<file path="src/core/fpei_pkg.sv">
package fpei_pkg;
  // register byte offsets on the wishbone slave
  localparam logic [7:0] FPEI_CTRL_OFS   = 8'h00;
  localparam logic [7:0] FPEI_STAT_OFS   = 8'h04;
  localparam logic [7:0] FPEI_LADDR_OFS  = 8'h08;
  localparam logic [7:0] FPEI_LDATA_OFS  = 8'h0c;
  localparam logic [7:0] FPEI_TEST_OFS   = 8'h10;
  localparam logic [7:0] FPEI_PAGE_OFS   = 8'h14;
  localparam logic [7:0] FPEI_ARRAY_OFS  = 8'h18;
  localparam logic [7:0] FPEI_ADATA_OFS  = 8'h1c;
  // control register bit positions
  localparam int FPEI_CTRL_HVEN_BIT  = 0;
  localparam int FPEI_CTRL_LAT_BIT   = 1;
  localparam int FPEI_CTRL_ERASE_SELECT_BIT  = 2;
  localparam int FPEI_CTRL_BOOT_BLOCK_PROTECT_BIT = 3;
  localparam int FPEI_CTRL_WDLY_BIT  = 4;
  // status register bit positions
  localparam int FPEI_STAT_LOADED_BIT = 0;
  localparam int FPEI_STAT_READY_BIT  = 1;
  localparam int FPEI_STAT_ABORT_BIT  = 2;
  localparam int FPEI_STAT_HV_BIT     = 3;
  localparam int FPEI_STAT_ERASE_BIT  = 4;
  // reset values
  localparam logic [4:0] FPEI_CTRL_RST = 5'h08;
  localparam logic [7:0] FPEI_TEST_RST = 8'h00;
  localparam logic [7:0] FPEI_PAGE_RST = 8'h00;
  // timing: wake-up recovery after stop
  localparam int FPEI_CLK_HZ         = 25000000;
  localparam int FPEI_WAKE_NS        = 250;
  localparam int FPEI_WAKE_CYC_RAW   = (FPEI_WAKE_NS * (FPEI_CLK_HZ / 1000000) + 999) / 1000;
  localparam int FPEI_WAKE_CYC       = (FPEI_WAKE_CYC_RAW < 1) ? 1 : FPEI_WAKE_CYC_RAW;
  localparam int FPEI_SLOW_BUS_HZ    = 4000000;
  localparam logic [31:0] FPEI_UNMAPPED = 32'h0000_0000;

  typedef enum logic [1:0] {
    FPEI_ST_IDLE  = 2'b00,
    FPEI_ST_ARMED = 2'b01,
    FPEI_ST_HV    = 2'b10,
    FPEI_ST_WAKE  = 2'b11
  } fpei_state_t;
endpackage

</file>
<file path="src/core/fpei_top.sv">
`timescale 1ns/1ps
// Contract
// - high-voltage enable refused unless latches hold a valid array write
// - array writes load the latches only while latch-enable is set
// - with high voltage on, erase-select and latch-enable writes are ignored
// - boot-block protect makes programming writes inside the boot block ignored
// - erase covers the boot block only when boot-block protect is clear
// - in erase mode any valid address and any data arms the latches
// - stop or wait mode aborts programming or erasure at once
// - 250 ns recovery after stop; above 4 MHz needs wake-up delay bit
// - test functions reachable only while the special-mode line is high
// - special-mode low discards test writes and holds test register zero
// - special-mode high alone changes nothing until a test is invoked
// - high-voltage set with latch-enable clear performs no operation
// - array reads while high voltage is on do not return array data
// - once latched, further array writes ignored while latch-enable is set
module fpei_top
  import fpei_pkg::*;
#(
  parameter int AW        = 16,
  parameter int DW        = 16,
  parameter int BUS_HZ    = FPEI_CLK_HZ,
  parameter logic [AW-1:0] BOOT_LO = 16'hc000,
  parameter logic [AW-1:0] ARR_LO  = 16'h4000
) (
  input  wire logic          clk_i,
  input  wire logic          rst_b_i,
  input  wire logic          wb_cyc_i,
  input  wire logic          wb_stb_i,
  input  wire logic          wb_we_i,
  input  wire logic [7:0]    wb_adr_i,
  input  wire logic [3:0]    wb_sel_i,
  input  wire logic [31:0]   wb_dat_i,
  output logic [31:0]        wb_dat_o,
  output logic               wb_ack_o,
  input  wire logic          special_mode_line_i,
  input  wire logic          stop_mode_i,
  input  wire logic          wait_mode_i,
  input  wire logic [DW-1:0] array_rdata_i,
  output logic               high_voltage_enable_o,
  output logic               erase_select_o,
  output logic               boot_erase_o,
  output logic [AW-1:0]      prog_addr_o,
  output logic [DW-1:0]      prog_data_o,
  output logic [7:0]         program_page_select_o,
  output logic [7:0]         flash_test_register_o,
  output logic               flash_ready_o
);
  fpei_state_t   st_q;
  fpei_state_t   st_d;
  logic          hv_q;
  logic          hv_d;
  logic          lat_q;
  logic          lat_d;
  logic          erase_select_q;
  logic          erase_select_d;
  logic          boot_block_protect_q;
  logic          boot_block_protect_d;
  logic          wdly_q;
  logic          wdly_d;
  logic          abort_q;
  logic          abort_d;
  logic [7:0]    page_q;
  logic [7:0]    page_d;
  logic [7:0]    test_q;
  logic [7:0]    test_d;
  logic [AW-1:0] aaddr_q;
  logic [AW-1:0] aaddr_d;
  logic [31:0]   rdat_q;
  logic [31:0]   rdat_d;
  logic          ack_q;
  logic          ack_d;
  logic          lowpwr;
  logic          req;
  logic          wr;
  logic          rd;
  logic          loaded;
  logic          wake_busy;
  logic          wake_start;
  logic          stop_q;
  logic          stop_fall;
  logic          arr_wr;
  logic          arr_ok;
  logic          boot_hit;
  logic          load_ok;
  logic [AW-1:0] l_addr;
  logic [DW-1:0] l_data;

  function automatic logic in_boot(input logic [AW-1:0] a);
    return a >= BOOT_LO;
  endfunction

  function automatic logic in_array(input logic [AW-1:0] a);
    return a >= ARR_LO;
  endfunction

  assign lowpwr = stop_mode_i | wait_mode_i;
  assign req    = wb_cyc_i & wb_stb_i & ~ack_q;
  assign wr     = req & wb_we_i;
  assign rd     = req & ~wb_we_i;
  assign arr_wr = wr & (wb_adr_i == FPEI_ADATA_OFS);
  assign arr_ok = in_array(aaddr_q);
  assign boot_hit = in_boot(aaddr_q) & boot_block_protect_q & ~erase_select_q;
  // erase arms on any valid address; program refuses the protected boot block
  assign load_ok = arr_wr & lat_q & arr_ok & ~boot_hit & ~hv_q;

  fpei_latch #(.AW(AW), .DW(DW)) u_latch (
    .clk_i    (clk_i),
    .rst_b_i  (rst_b_i),
    .clear_i  (~lat_q),
    .load_i   (load_ok),
    .addr_i   (aaddr_q),
    .data_i   (wb_dat_i[DW-1:0]),
    .loaded_o (loaded),
    .addr_o   (l_addr),
    .data_o   (l_data)
  );

  // wake-up delay after stop; always armed on a slow bus, armed on a fast bus only with the delay bit set
  assign stop_fall = stop_q & ~stop_mode_i;
  // a fast bus without the delay bit gets no recovery time; software must avoid that
  assign wake_start = stop_fall & ((BUS_HZ <= FPEI_SLOW_BUS_HZ) | wdly_q);
  fpei_wake u_wake (
    .clk_i   (clk_i),
    .rst_b_i (rst_b_i),
    .start_i (wake_start),
    .busy_o  (wake_busy)
  );

  always_comb begin
    hv_d    = hv_q;
    lat_d   = lat_q;
    erase_select_d  = erase_select_q;
    boot_block_protect_d = boot_block_protect_q;
    wdly_d  = wdly_q;
    page_d  = page_q;
    aaddr_d = aaddr_q;
    test_d  = test_q;
    abort_d = abort_q;
    if (wr) begin
      case (wb_adr_i)
        FPEI_CTRL_OFS: begin
          if (!hv_q) begin
            lat_d   = wb_dat_i[FPEI_CTRL_LAT_BIT];
            erase_select_d  = wb_dat_i[FPEI_CTRL_ERASE_SELECT_BIT];
            boot_block_protect_d = wb_dat_i[FPEI_CTRL_BOOT_BLOCK_PROTECT_BIT];
          end
          wdly_d = wb_dat_i[FPEI_CTRL_WDLY_BIT];
          // set only from an armed state, cleared any time
          hv_d = wb_dat_i[FPEI_CTRL_HVEN_BIT] & lat_q & loaded & ~lowpwr
                 & (hv_q | wb_dat_i[FPEI_CTRL_LAT_BIT]);
          if (wb_dat_i[FPEI_STAT_ABORT_BIT + 8]) begin
            abort_d = 1'b0;
          end
        end
        FPEI_PAGE_OFS: begin
          page_d = wb_dat_i[7:0];
        end
        FPEI_ARRAY_OFS: begin
          aaddr_d = wb_dat_i[AW-1:0];
        end
        FPEI_TEST_OFS: begin
          if (special_mode_line_i) begin
            test_d = wb_dat_i[7:0];
          end
        end
        default: begin
        end
      endcase
    end
    if (!special_mode_line_i) begin
      test_d = FPEI_TEST_RST;
    end
    if (lowpwr && hv_q) begin
      hv_d    = 1'b0;
      abort_d = 1'b1;
    end
  end

  always_comb begin
    case (st_q)
      FPEI_ST_IDLE: begin
        st_d = lat_q ? FPEI_ST_ARMED : FPEI_ST_IDLE;
      end
      FPEI_ST_ARMED: begin
        st_d = hv_q ? FPEI_ST_HV : (lat_q ? FPEI_ST_ARMED : FPEI_ST_IDLE);
      end
      FPEI_ST_HV: begin
        st_d = hv_q ? FPEI_ST_HV : FPEI_ST_ARMED;
      end
      FPEI_ST_WAKE: begin
        st_d = wake_busy ? FPEI_ST_WAKE : FPEI_ST_IDLE;
      end
      default: begin
        st_d = FPEI_ST_IDLE;
      end
    endcase
    if (wake_busy) begin
      st_d = FPEI_ST_WAKE;
    end
  end

  always_comb begin
    ack_d  = req;
    rdat_d = FPEI_UNMAPPED;
    if (rd) begin
      case (wb_adr_i)
        FPEI_CTRL_OFS: begin
          rdat_d[FPEI_CTRL_HVEN_BIT]  = hv_q;
          rdat_d[FPEI_CTRL_LAT_BIT]   = lat_q;
          rdat_d[FPEI_CTRL_ERASE_SELECT_BIT]  = erase_select_q;
          rdat_d[FPEI_CTRL_BOOT_BLOCK_PROTECT_BIT] = boot_block_protect_q;
          rdat_d[FPEI_CTRL_WDLY_BIT]  = wdly_q;
        end
        FPEI_STAT_OFS: begin
          rdat_d[FPEI_STAT_LOADED_BIT] = loaded;
          rdat_d[FPEI_STAT_READY_BIT]  = ~wake_busy;
          rdat_d[FPEI_STAT_ABORT_BIT]  = abort_q;
          rdat_d[FPEI_STAT_HV_BIT]     = hv_q;
          rdat_d[FPEI_STAT_ERASE_BIT]  = erase_select_q;
        end
        FPEI_LADDR_OFS: begin
          rdat_d[AW-1:0] = l_addr;
        end
        FPEI_LDATA_OFS: begin
          rdat_d[DW-1:0] = l_data;
        end
        FPEI_TEST_OFS: begin
          rdat_d[7:0] = test_q;
        end
        FPEI_PAGE_OFS: begin
          rdat_d[7:0] = page_q;
        end
        FPEI_ARRAY_OFS: begin
          rdat_d[AW-1:0] = aaddr_q;
        end
        FPEI_ADATA_OFS: begin
          // array data is withheld while high voltage is on
          if (!hv_q && !wake_busy) begin
            if (lat_q && !erase_select_q && loaded) begin
              rdat_d[DW-1:0] = l_data;
            end else begin
              rdat_d[DW-1:0] = array_rdata_i;
            end
          end
        end
        default: begin
          rdat_d = FPEI_UNMAPPED;
        end
      endcase
    end
  end

  always_ff @(posedge clk_i) begin
    if (!rst_b_i) begin
      hv_q    <= 1'b0;
      lat_q   <= 1'b0;
      erase_select_q  <= 1'b0;
      boot_block_protect_q <= FPEI_CTRL_RST[FPEI_CTRL_BOOT_BLOCK_PROTECT_BIT];
      wdly_q  <= 1'b0;
      abort_q <= 1'b0;
      page_q  <= FPEI_PAGE_RST;
      test_q  <= FPEI_TEST_RST;
      aaddr_q <= '0;
      rdat_q  <= 32'h0000_0000;
      ack_q   <= 1'b0;
      st_q    <= FPEI_ST_IDLE;
      stop_q  <= 1'b0;
    end else begin
      hv_q    <= hv_d;
      lat_q   <= lat_d;
      erase_select_q  <= erase_select_d;
      boot_block_protect_q <= boot_block_protect_d;
      wdly_q  <= wdly_d;
      abort_q <= abort_d;
      page_q  <= page_d;
      test_q  <= test_d;
      aaddr_q <= aaddr_d;
      rdat_q  <= rdat_d;
      ack_q   <= ack_d;
      st_q    <= st_d;
      stop_q  <= stop_mode_i;
    end
  end

  assign wb_dat_o              = rdat_q;
  assign wb_ack_o              = ack_q;
  assign high_voltage_enable_o = hv_q;
  assign erase_select_o        = erase_select_q;
  assign boot_erase_o          = hv_q & erase_select_q & ~boot_block_protect_q;
  assign prog_addr_o           = l_addr;
  assign prog_data_o           = l_data;
  assign program_page_select_o = page_q;
  assign flash_test_register_o = test_q;
  assign flash_ready_o         = (st_q != FPEI_ST_WAKE);
endmodule

</file>
<file path="src/core/fpei_latch.sv">
`timescale 1ns/1ps
module fpei_latch
  import fpei_pkg::*;
#(
  parameter int AW = 16,
  parameter int DW = 16
) (
  input  wire logic          clk_i,
  input  wire logic          rst_b_i,
  input  wire logic          clear_i,
  input  wire logic          load_i,
  input  wire logic [AW-1:0] addr_i,
  input  wire logic [DW-1:0] data_i,
  output logic               loaded_o,
  output logic [AW-1:0]      addr_o,
  output logic [DW-1:0]      data_o
);
  logic          loaded_q, loaded_d;
  logic [AW-1:0] addr_q, addr_d;
  logic [DW-1:0] data_q, data_d;

  always_comb begin
    loaded_d = loaded_q;
    addr_d   = addr_q;
    data_d   = data_q;
    if (clear_i) begin
      loaded_d = 1'b0;
    end else if (load_i && !loaded_q) begin
      // first write only; later writes leave the latches alone
      loaded_d = 1'b1;
      addr_d   = addr_i;
      data_d   = data_i;
    end
  end

  always_ff @(posedge clk_i) begin
    if (!rst_b_i) begin
      loaded_q <= 1'b0;
      addr_q   <= '0;
      data_q   <= '0;
    end else begin
      loaded_q <= loaded_d;
      addr_q   <= addr_d;
      data_q   <= data_d;
    end
  end

  assign loaded_o = loaded_q;
  assign addr_o   = addr_q;
  assign data_o   = data_q;
endmodule

</file>
<file path="src/core/fpei_wake.sv">
`timescale 1ns/1ps
module fpei_wake
  import fpei_pkg::*;
#(
  parameter int CYC = FPEI_WAKE_CYC
) (
  input  wire logic clk_i,
  input  wire logic rst_b_i,
  input  wire logic start_i,
  output logic      busy_o
);
  logic [7:0] cnt_q, cnt_d;

  always_comb begin
    cnt_d = cnt_q;
    if (start_i) begin
      cnt_d = 8'(CYC);
    end else if (cnt_q != 8'h00) begin
      cnt_d = cnt_q - 8'h01;
    end
  end

  always_ff @(posedge clk_i) begin
    if (!rst_b_i) begin
      cnt_q <= 8'h00;
    end else begin
      cnt_q <= cnt_d;
    end
  end

  assign busy_o = (cnt_q != 8'h00);
endmodule

</file>
<file path="config.mk">
export PLATFORM = sky130hd
export DESIGN_NAME = fpei_top
export DESIGN_NICKNAME = d
export VERILOG_FILES = /design/src/core/fpei_pkg.sv /design/src/core/fpei_top.sv /design/src/core/fpei_latch.sv /design/src/core/fpei_wake.sv
export SDC_FILE = /design/constraint.sdc
export NUM_CORES = 1
export LEC_CHECK = 0
export BUFFER_PORTS_ARGS = -buffer_cell sky130_fd_sc_hd__buf_2
export CORE_MARGIN = 4
export CORE_UTILIZATION = 53
export CTS_BUF_LIST = sky130_fd_sc_hd__clkbuf_4
export DETAILED_ROUTE_END_ITERATION = 7
export PLACE_DENSITY = 0.84
export RECOVER_POWER = 25
export SLEW_MARGIN = 10
export SYNTH_ARGS = -nofsm -noshare
export SYNTH_HDL_FRONTEND = slang
export SYNTH_HIERARCHICAL = 1
export SYNTH_SLANG_ARGS = --single-unit
</file>
<file path="constraint.sdc">
create_clock -name clk_i -period 2.8 [get_ports clk_i]
set_clock_uncertainty 0.05 [all_clocks]
set_input_delay 0.56 -clock clk_i [delete_from_list [all_inputs] [get_ports clk_i]]
set_output_delay 0.56 -clock clk_i [all_outputs]
set_load 0.02 [all_outputs]
</file>
==> impl_metrics.tcl, run 1 <==
set metrics [dict create \
    status "finished, violations left" \
    violations "max-capacitance violations, max-slew violations" \
    finalHoldViolations 0 \
    finalSetupViolCount 0 \
    synth-warning-count 6 \
    clock_path_buffers 2 \
    critPathMaxFanout 10 \
    grt_max_degree 105 \
    timing_worst_setup_path_type "reg2reg" \
    n_antenna_cell 0 \
    yosysMostFrequentCell "nand2_1" \
    total_power_mw 2.87 \
    syn_area_per_cell_um2 8.97 \
    synth_top_area_cell "dfxtp_1" \
    drive_gt1_frac 0.231 \
    synth_area_um2 4940 \
    die_x_um 105 \
    io_buffers 116 \
    regToRegStartpoint "u_wake/cnt_q[0]$_SDFFE_PN0P_" \
    ys_ff_latch 99 \
    drv_cap 1 \
    cts_buffers 9 \
    synth_edf_count 0 \
    gp_congestion 0.947 \
    worstSetupStartpointType "flip-flop" \
    ys_seq_area_frac 0.401 \
    cts_tree "built" \
    end_kind "flip-flop" \
    min_to "u_latch/data_o[8]$_SDFFE_PN0P_" \
    worst-path-buf-inv 2 \
    cts_max_level 3 \
    final_antenna_net_count 0 \
    track_usage 0.248 \
    peakVddDrop_v 0.000285 \
    async_flop_share 0 \
    final_util 0.640 \
    leakage_nw 2.29 \
    grt_pass1_vias 4400 \
    clk_pin_slew_ns 0.17 \
    critPathSlowestCell "or4_4" \
    crit_chain "inv_1 -> ha_1 -> or3b_2 -> nor2_4 -> inv_2 -> or4_4 -> o22a_2 -> a31oi_1" \
    grt_pass1_wl_mm 22.2 \
    clock_sinks 99 \
    worst_pin_slew_ns 1.78 \
    fillers 749 \
    r2r-end "wb_dat_o[0]$_SDFF_PN0_" \
    synth_top_area_frac 0.401 \
    antenna_found_initial 0 \
    synth_common_cells "121 x nand2_1, 99 x dfxtp_1, 68 x mux2i_1" \
    cts_hold_buf 0 \
    hold_class "in2reg" \
    synthMuxAreaShare 0.167 \
    slowest_delay_ns 0.66 \
    min_period_over_period 0.976 \
    rows 34 \
    whs_path_depth 3 \
    chipHeight_um 105 \
    synth-compound-area-share 0.131 \
    boundaryPins 153 \
    worstPathRequired_ns 3.10 \
    crit_family "simple AND/OR/NAND/NOR gates" \
    powerDensity_nw_per_um2 505 \
    arrival_ns 3.03 \
    worst_slack_ns 0.0675 \
    drc_errors 0 \
    reg2regPathDepth 8 \
    cts_resized 0 \
    place_hpwl_mm 10.4 \
    synthSimpleGateAreaFrac 0.218 \
    vias_per_cell 5.83 \
    cts_setup_buffers 0 \
    min_from "wb_dat_i[8]" \
    timing.fmax_mhz 366 \
    synth_xor_area_frac 0.00355 \
    clkLatencyLatePin_ns 0.45 \
    whs_ns 0.297 \
    synth_top_family_by_area "simple AND/OR/NAND/NOR gates" \
    drt_iter0_drc 279 \
    overflow 0 \
    setup_tns_ns 0 \
    coreArea_um2 8890 \
    vias 4559 \
    rsz0062_at_grt "false" \
    maxSlewViolCount 105 \
    layout_min_cycle_time_ns 2.73 \
    maxSlewHeadroom -0.188 \
    ys_top_cells_by_area "dfxtp_1 40%, mux2i_1 14%, nand2_1 9.2%" \
    synthAdderAreaFrac 0.00507 \
    place_worst_setup_slack_ns 0.0955 \
    start_util 0.556 \
    design.die.area_um2 10900 \
    routed_wl_mm 14.0 \
    area_delta_synth_final_pct 15.2 \
    layout.nets 739 \
    cts_root_buf "clkbuf_4" \
    first_pass_iters 5 \
    synth_cells 551 \
    r2r_slack_ns 0.07 \
    synth_cell_types 62 \
    wl_per_cell_um 18.0 \
    synth_flop_cell "dfxtp_1" \
]
[layout by cell type (no fill, tap or decap), types with 14 or more instances in the layout]
| master | instances |
|---|---|
| a21boi_0 | 16 |
| a21oi_1 | 14 |
| buf_2 | 91 |
| buf_4 | 20 |
| clkbuf_1 | 25 |
| conb_1 | 16 |
| dfxtp_1 | 99 |
| mux2i_1 | 68 |
| nand2_1 | 121 |
| nor2_1 | 20 |
| nor2b_1 | 14 |
| o21ai_0 | 15 |
[how the worst max path moves through the flow]
stage                                      start                               endpoint  slack (ns)  cells after the start
global route                             rst_b_i  flash_test_register_o[2]$_SDFFE_PN0P_        0.02                      4
global placement    u_wake/cnt_q[0]$_SDFFE_PN0P_                 wb_dat_o[0]$_SDFF_PN0_        0.21                      8
finish              u_wake/cnt_q[0]$_SDFFE_PN0P_                 wb_dat_o[0]$_SDFF_PN0_        0.07                      8
detailed placement  u_wake/cnt_q[0]$_SDFFE_PN0P_                 wb_dat_o[0]$_SDFF_PN0_         0.1                      8
floorplan           u_wake/cnt_q[0]$_SDFFE_PN0P_                wb_dat_o[11]$_SDFF_PN0_        0.41                      9
CTS                 u_wake/cnt_q[0]$_SDFFE_PN0P_                 wb_dat_o[0]$_SDFF_PN0_        0.08                      8
[per-stage QoR]
| stage | std cells | cell area, um2 |
|---|---|---|
| after CTS | 782 | 5730 |
| after global placement | 766 | 5600 |
| after detailed placement | 766 | 5600 |
| after floorplan | 566 | 5000 |
| final | 782 | 5690 |
| after global routing | 782 | 5690 |
[logic make-up after synthesis]
group | Yosys count
and+or+nand+nor | 217
DFF | 99
AOI/OAI and AO/OA | 93
muxes | 81
buffers and inverters | 56
adders and majority gates | 2
xor gates and xnor gates | 2
other | 1
[power by group]
part           switching (mW)  internal, mW  total, mW
Combinational           0.360         0.244      0.604
Sequential             0.0691          1.48       1.55
Clock                   0.521         0.200      0.721
Total                   0.950          1.92       2.87
[worst reg2reg max path, delay by kind of cell, from the launching register on]
family	cells	cell delay, ns
AO/OA/AOI/OAI	2	0.47
adder cells (fa/ha/maj)	1	0.19
buffers and inverters	2	0.21
flip-flops	1	0.37
AND/OR/NAND/NOR	3	1.33
[state kept, by name, indices dropped and copies added (netlist names), 2 cells and up]
register               cells
wb_dat_o                  16
aaddr_q                   16
u_latch/data_o            16
u_wake/cnt_q               8
u_latch/addr_o            16
st_q                       2
flash_test_register_o      8
program_page_select_o      8
[area by class of cell]
class / instances / area, um2 / area share
multi-input combinational: 411 / 2670 / 0.469
sequential: 99 / 1980 / 0.348
timing repair buffer: 139 / 744 / 0.131
tap: 108 / 135 / 0.0238
clock buffer: 9 / 67.6 / 0.0119
clock inverter: 7 / 58.8 / 0.0103
inverter: 9 / 33.8 / 0.00594
[layer usage]
metal / wire length, um / track usage
met1: 5830 / 0.312
met3: 1010 / 0.0487
met5: 0 / 0
met2: 6760 / 0.416
met4: 432 / 0.105
No activity file was read; power rests on OpenSTA's default activity.
==> inputs of run 2 (changes only) <==
Settings changed: CTS_BUF_LIST sky130_fd_sc_hd__clkbuf_4 to sky130_fd_sc_hd__clkbuf_4 sky130_fd_sc_hd__clkbuf_8.
==> run 2 against run 1 <==
  * Sequential power is essentially flat
  * Die area is the same
  * Via count grew 1.4%
  * The flow still finishes with violations (max-capacitance violations, max-slew violations)
  * Clock power grew 26%
  * Wire length grew 0.95%
  * Critical path type unchanged
  * Worst setup slack gained 0.011 ns
  * Power grew 6.6%
  * Register-to-register slack is essentially flat
  * Non-clock buffer count is the same
  * Critical endpoint unchanged
  * Critical path depth is the same
==> impl_metrics.tcl, run 2 (synthesized netlist as in run 1, its figures left out) <==
set metrics [dict create \
    cts_max_level 3 \
    status "finished, violations left" \
    reg2regPathDepth 8 \
    boundaryPins 153 \
    crit_cells 8 \
    cts_root_buf "clkbuf_8" \
    timing_worst_setup_path_type "reg2reg" \
    setup_tns_ns 0 \
    chipHeight_um 105 \
    powerDensity_nw_per_um2 533 \
    clock_path_buffers 2 \
    grt_pass1_wl_mm 22.3 \
    crit_path_end "wb_dat_o[0]$_SDFF_PN0_" \
    grt_pass1_vias 4447 \
    design.die.area_um2 10900 \
    first_pass_iters 5 \
    grt_max_degree 105 \
    dp.cells 766 \
    finalSetupViolCount 0 \
    rsz0062_at_grt "false" \
    drive_gt1_frac 0.217 \
    worstSetupStartpoint "u_wake/cnt_q[0]$_SDFFE_PN0P_" \
    final_antenna_net_count 0 \
    worst-path-buf-inv 2 \
    worstSetupStartpointType "flip-flop" \
    layout_commonest_cell "nand2_1" \
    cts_buffers 9 \
    dpl-instance-area_um2 5600 \
    rows 34 \
    clock_sinks 99 \
    gp_congestion 0.947 \
    min_period_over_period 0.972 \
    arrival_ns 2.94 \
    end_kind "flip-flop" \
    critPathSlowestCell "or4_4" \
    leakage_nw 2.27 \
    antenna_found_initial 0 \
    cts_tree "built" \
    design_area_um2 5740 \
    start_util 0.556 \
    drt_iter0_drc 233 \
    regToRegStartpoint "u_wake/cnt_q[0]$_SDFFE_PN0P_" \
    layout.nets 739 \
    maxSlewViolCount 105 \
    drc_errors 0 \
    maxSlewHeadroom -0.195 \
    crit_chain "inv_1 -> ha_1 -> or3b_2 -> nor2_4 -> inv_2 -> or4_4 -> o22a_2 -> a31oi_1" \
    r2r-end "wb_dat_o[0]$_SDFF_PN0_" \
    finalHoldViolations 0 \
    crit_family "simple AND/OR/NAND/NOR gates" \
    track_usage 0.249 \
    place_hpwl_mm 10.4 \
    r2r_slack_ns 0.08 \
    worstPathRequired_ns 3.01 \
    io_buffers 116 \
    vias_per_cell 5.91 \
    whs_ns 0.395 \
    timing.fmax_mhz 367 \
    vias 4623 \
    critPathMaxFanout 10 \
    violations "max-capacitance violations, max-slew violations" \
    coreArea_um2 8890 \
    cts_setup_buffers 0 \
    clkLatencyLatePin_ns 0.36 \
    n_antenna_cell 0 \
    overflow 0 \
    layout_min_cycle_time_ns 2.72 \
    area_delta_synth_final_pct 16.2 \
    peakVddDrop_v 0.000335 \
    routed_wl_mm 14.2 \
    slowest_delay_ns 0.66 \
    hold_class "in2reg" \
    wl_per_cell_um 18.1 \
    drv_cap 1 \
    die_x_um 105 \
    clk_pin_slew_ns 0.11 \
    total_power_mw 3.06 \
    worst_pin_slew_ns 1.79 \
    layout.cells.non_filler 782 \
    layout_common_cells "121 x nand2_1, 99 x dfxtp_1, 80 x buf_2" \
]
## run 2: cell types whose count changed in the layout (fill, tap and decap cells not counted)
cell / delta
clkinv_1: -1
buf_2: -11
clkbuf_1: +11
clkbuf_8: +10
clkbuf_4: -9
## run 2: area by class of cell
| class | instances | area [um2] |
|---|---|---|
| Clock buffer | 10 | 138 |
| Timing Repair Buffer | 139 | 731 |
| Tap cell | 108 | 135 |
| Clock inverter | 6 | 55.1 |
| Sequential cell | 99 | 1980 |
| Multi-Input combinational cell | 411 | 2670 |
| Fill cell | 741 | 3150 |
| Inverter | 9 | 33.8 |
## run 2: where the power goes
group	switching (mW)	total, mW	internal (mW)	leakage, nW
logic	0.361	0.606	0.245	1.37
clock network	0.545	0.912	0.368	0.0998
registers	0.0680	1.54	1.48	0.800
total	0.974	3.06	2.09	2.27
## run 2: worst min path at each step
stage                                   start                                 end  slack [ns]  cells past startpoint
2_1_floorplan        aaddr_q[12]$_SDFFE_PN0P_     u_latch/addr_o[12]$_SDFFE_PN0P_        0.40                      2
3_5_place_dp   u_latch/addr_o[9]$_SDFFE_PN0P_              wb_dat_o[9]$_SDFF_PN0_        0.41                      2
3_3_place_gp          aaddr_q[3]$_SDFFE_PN0P_      u_latch/addr_o[3]$_SDFFE_PN0P_        0.41                      2
4_1_cts                           wb_dat_i[8]             aaddr_q[8]$_SDFFE_PN0P_        0.39                      3
5_1_grt                           wait_mode_i  high_voltage_enable_o$_SDFFE_PP0P_        0.39                      4
6_report                         wb_dat_i[13]     u_latch/data_o[13]$_SDFFE_PN0P_        0.40                      3
## run 2: worst min-delay path, cell delays in order
cell	delay, ns
buf_2	0.11
nand2_1	0.05
mux2i_1	0.05
## run 2: what timing repair did
item / 4_1_cts / 5_1_grt
hold buffers: 0 / 0
setup endpoints to repair: 0 / 1
resized for setup: 0 / 1
## run 2: per-stage QoR
step,setup slack [ns],util
6_report,0.0782,0.646
5_1_grt,0.0351,0.646
4_1_cts,0.0876,0.652
3_5_place_dp,0.0955,0.630
3_3_place_gp,0.210,0.630
2_1_floorplan,0.412,-
## run 2: layer usage
metal | GRT usage | wire, um
met1 | 0.313 | 5920
met2 | 0.416 | 6810
met3 | 0.0469 | 954
met4 | 0.113 | 497
met5 | 0 | 0
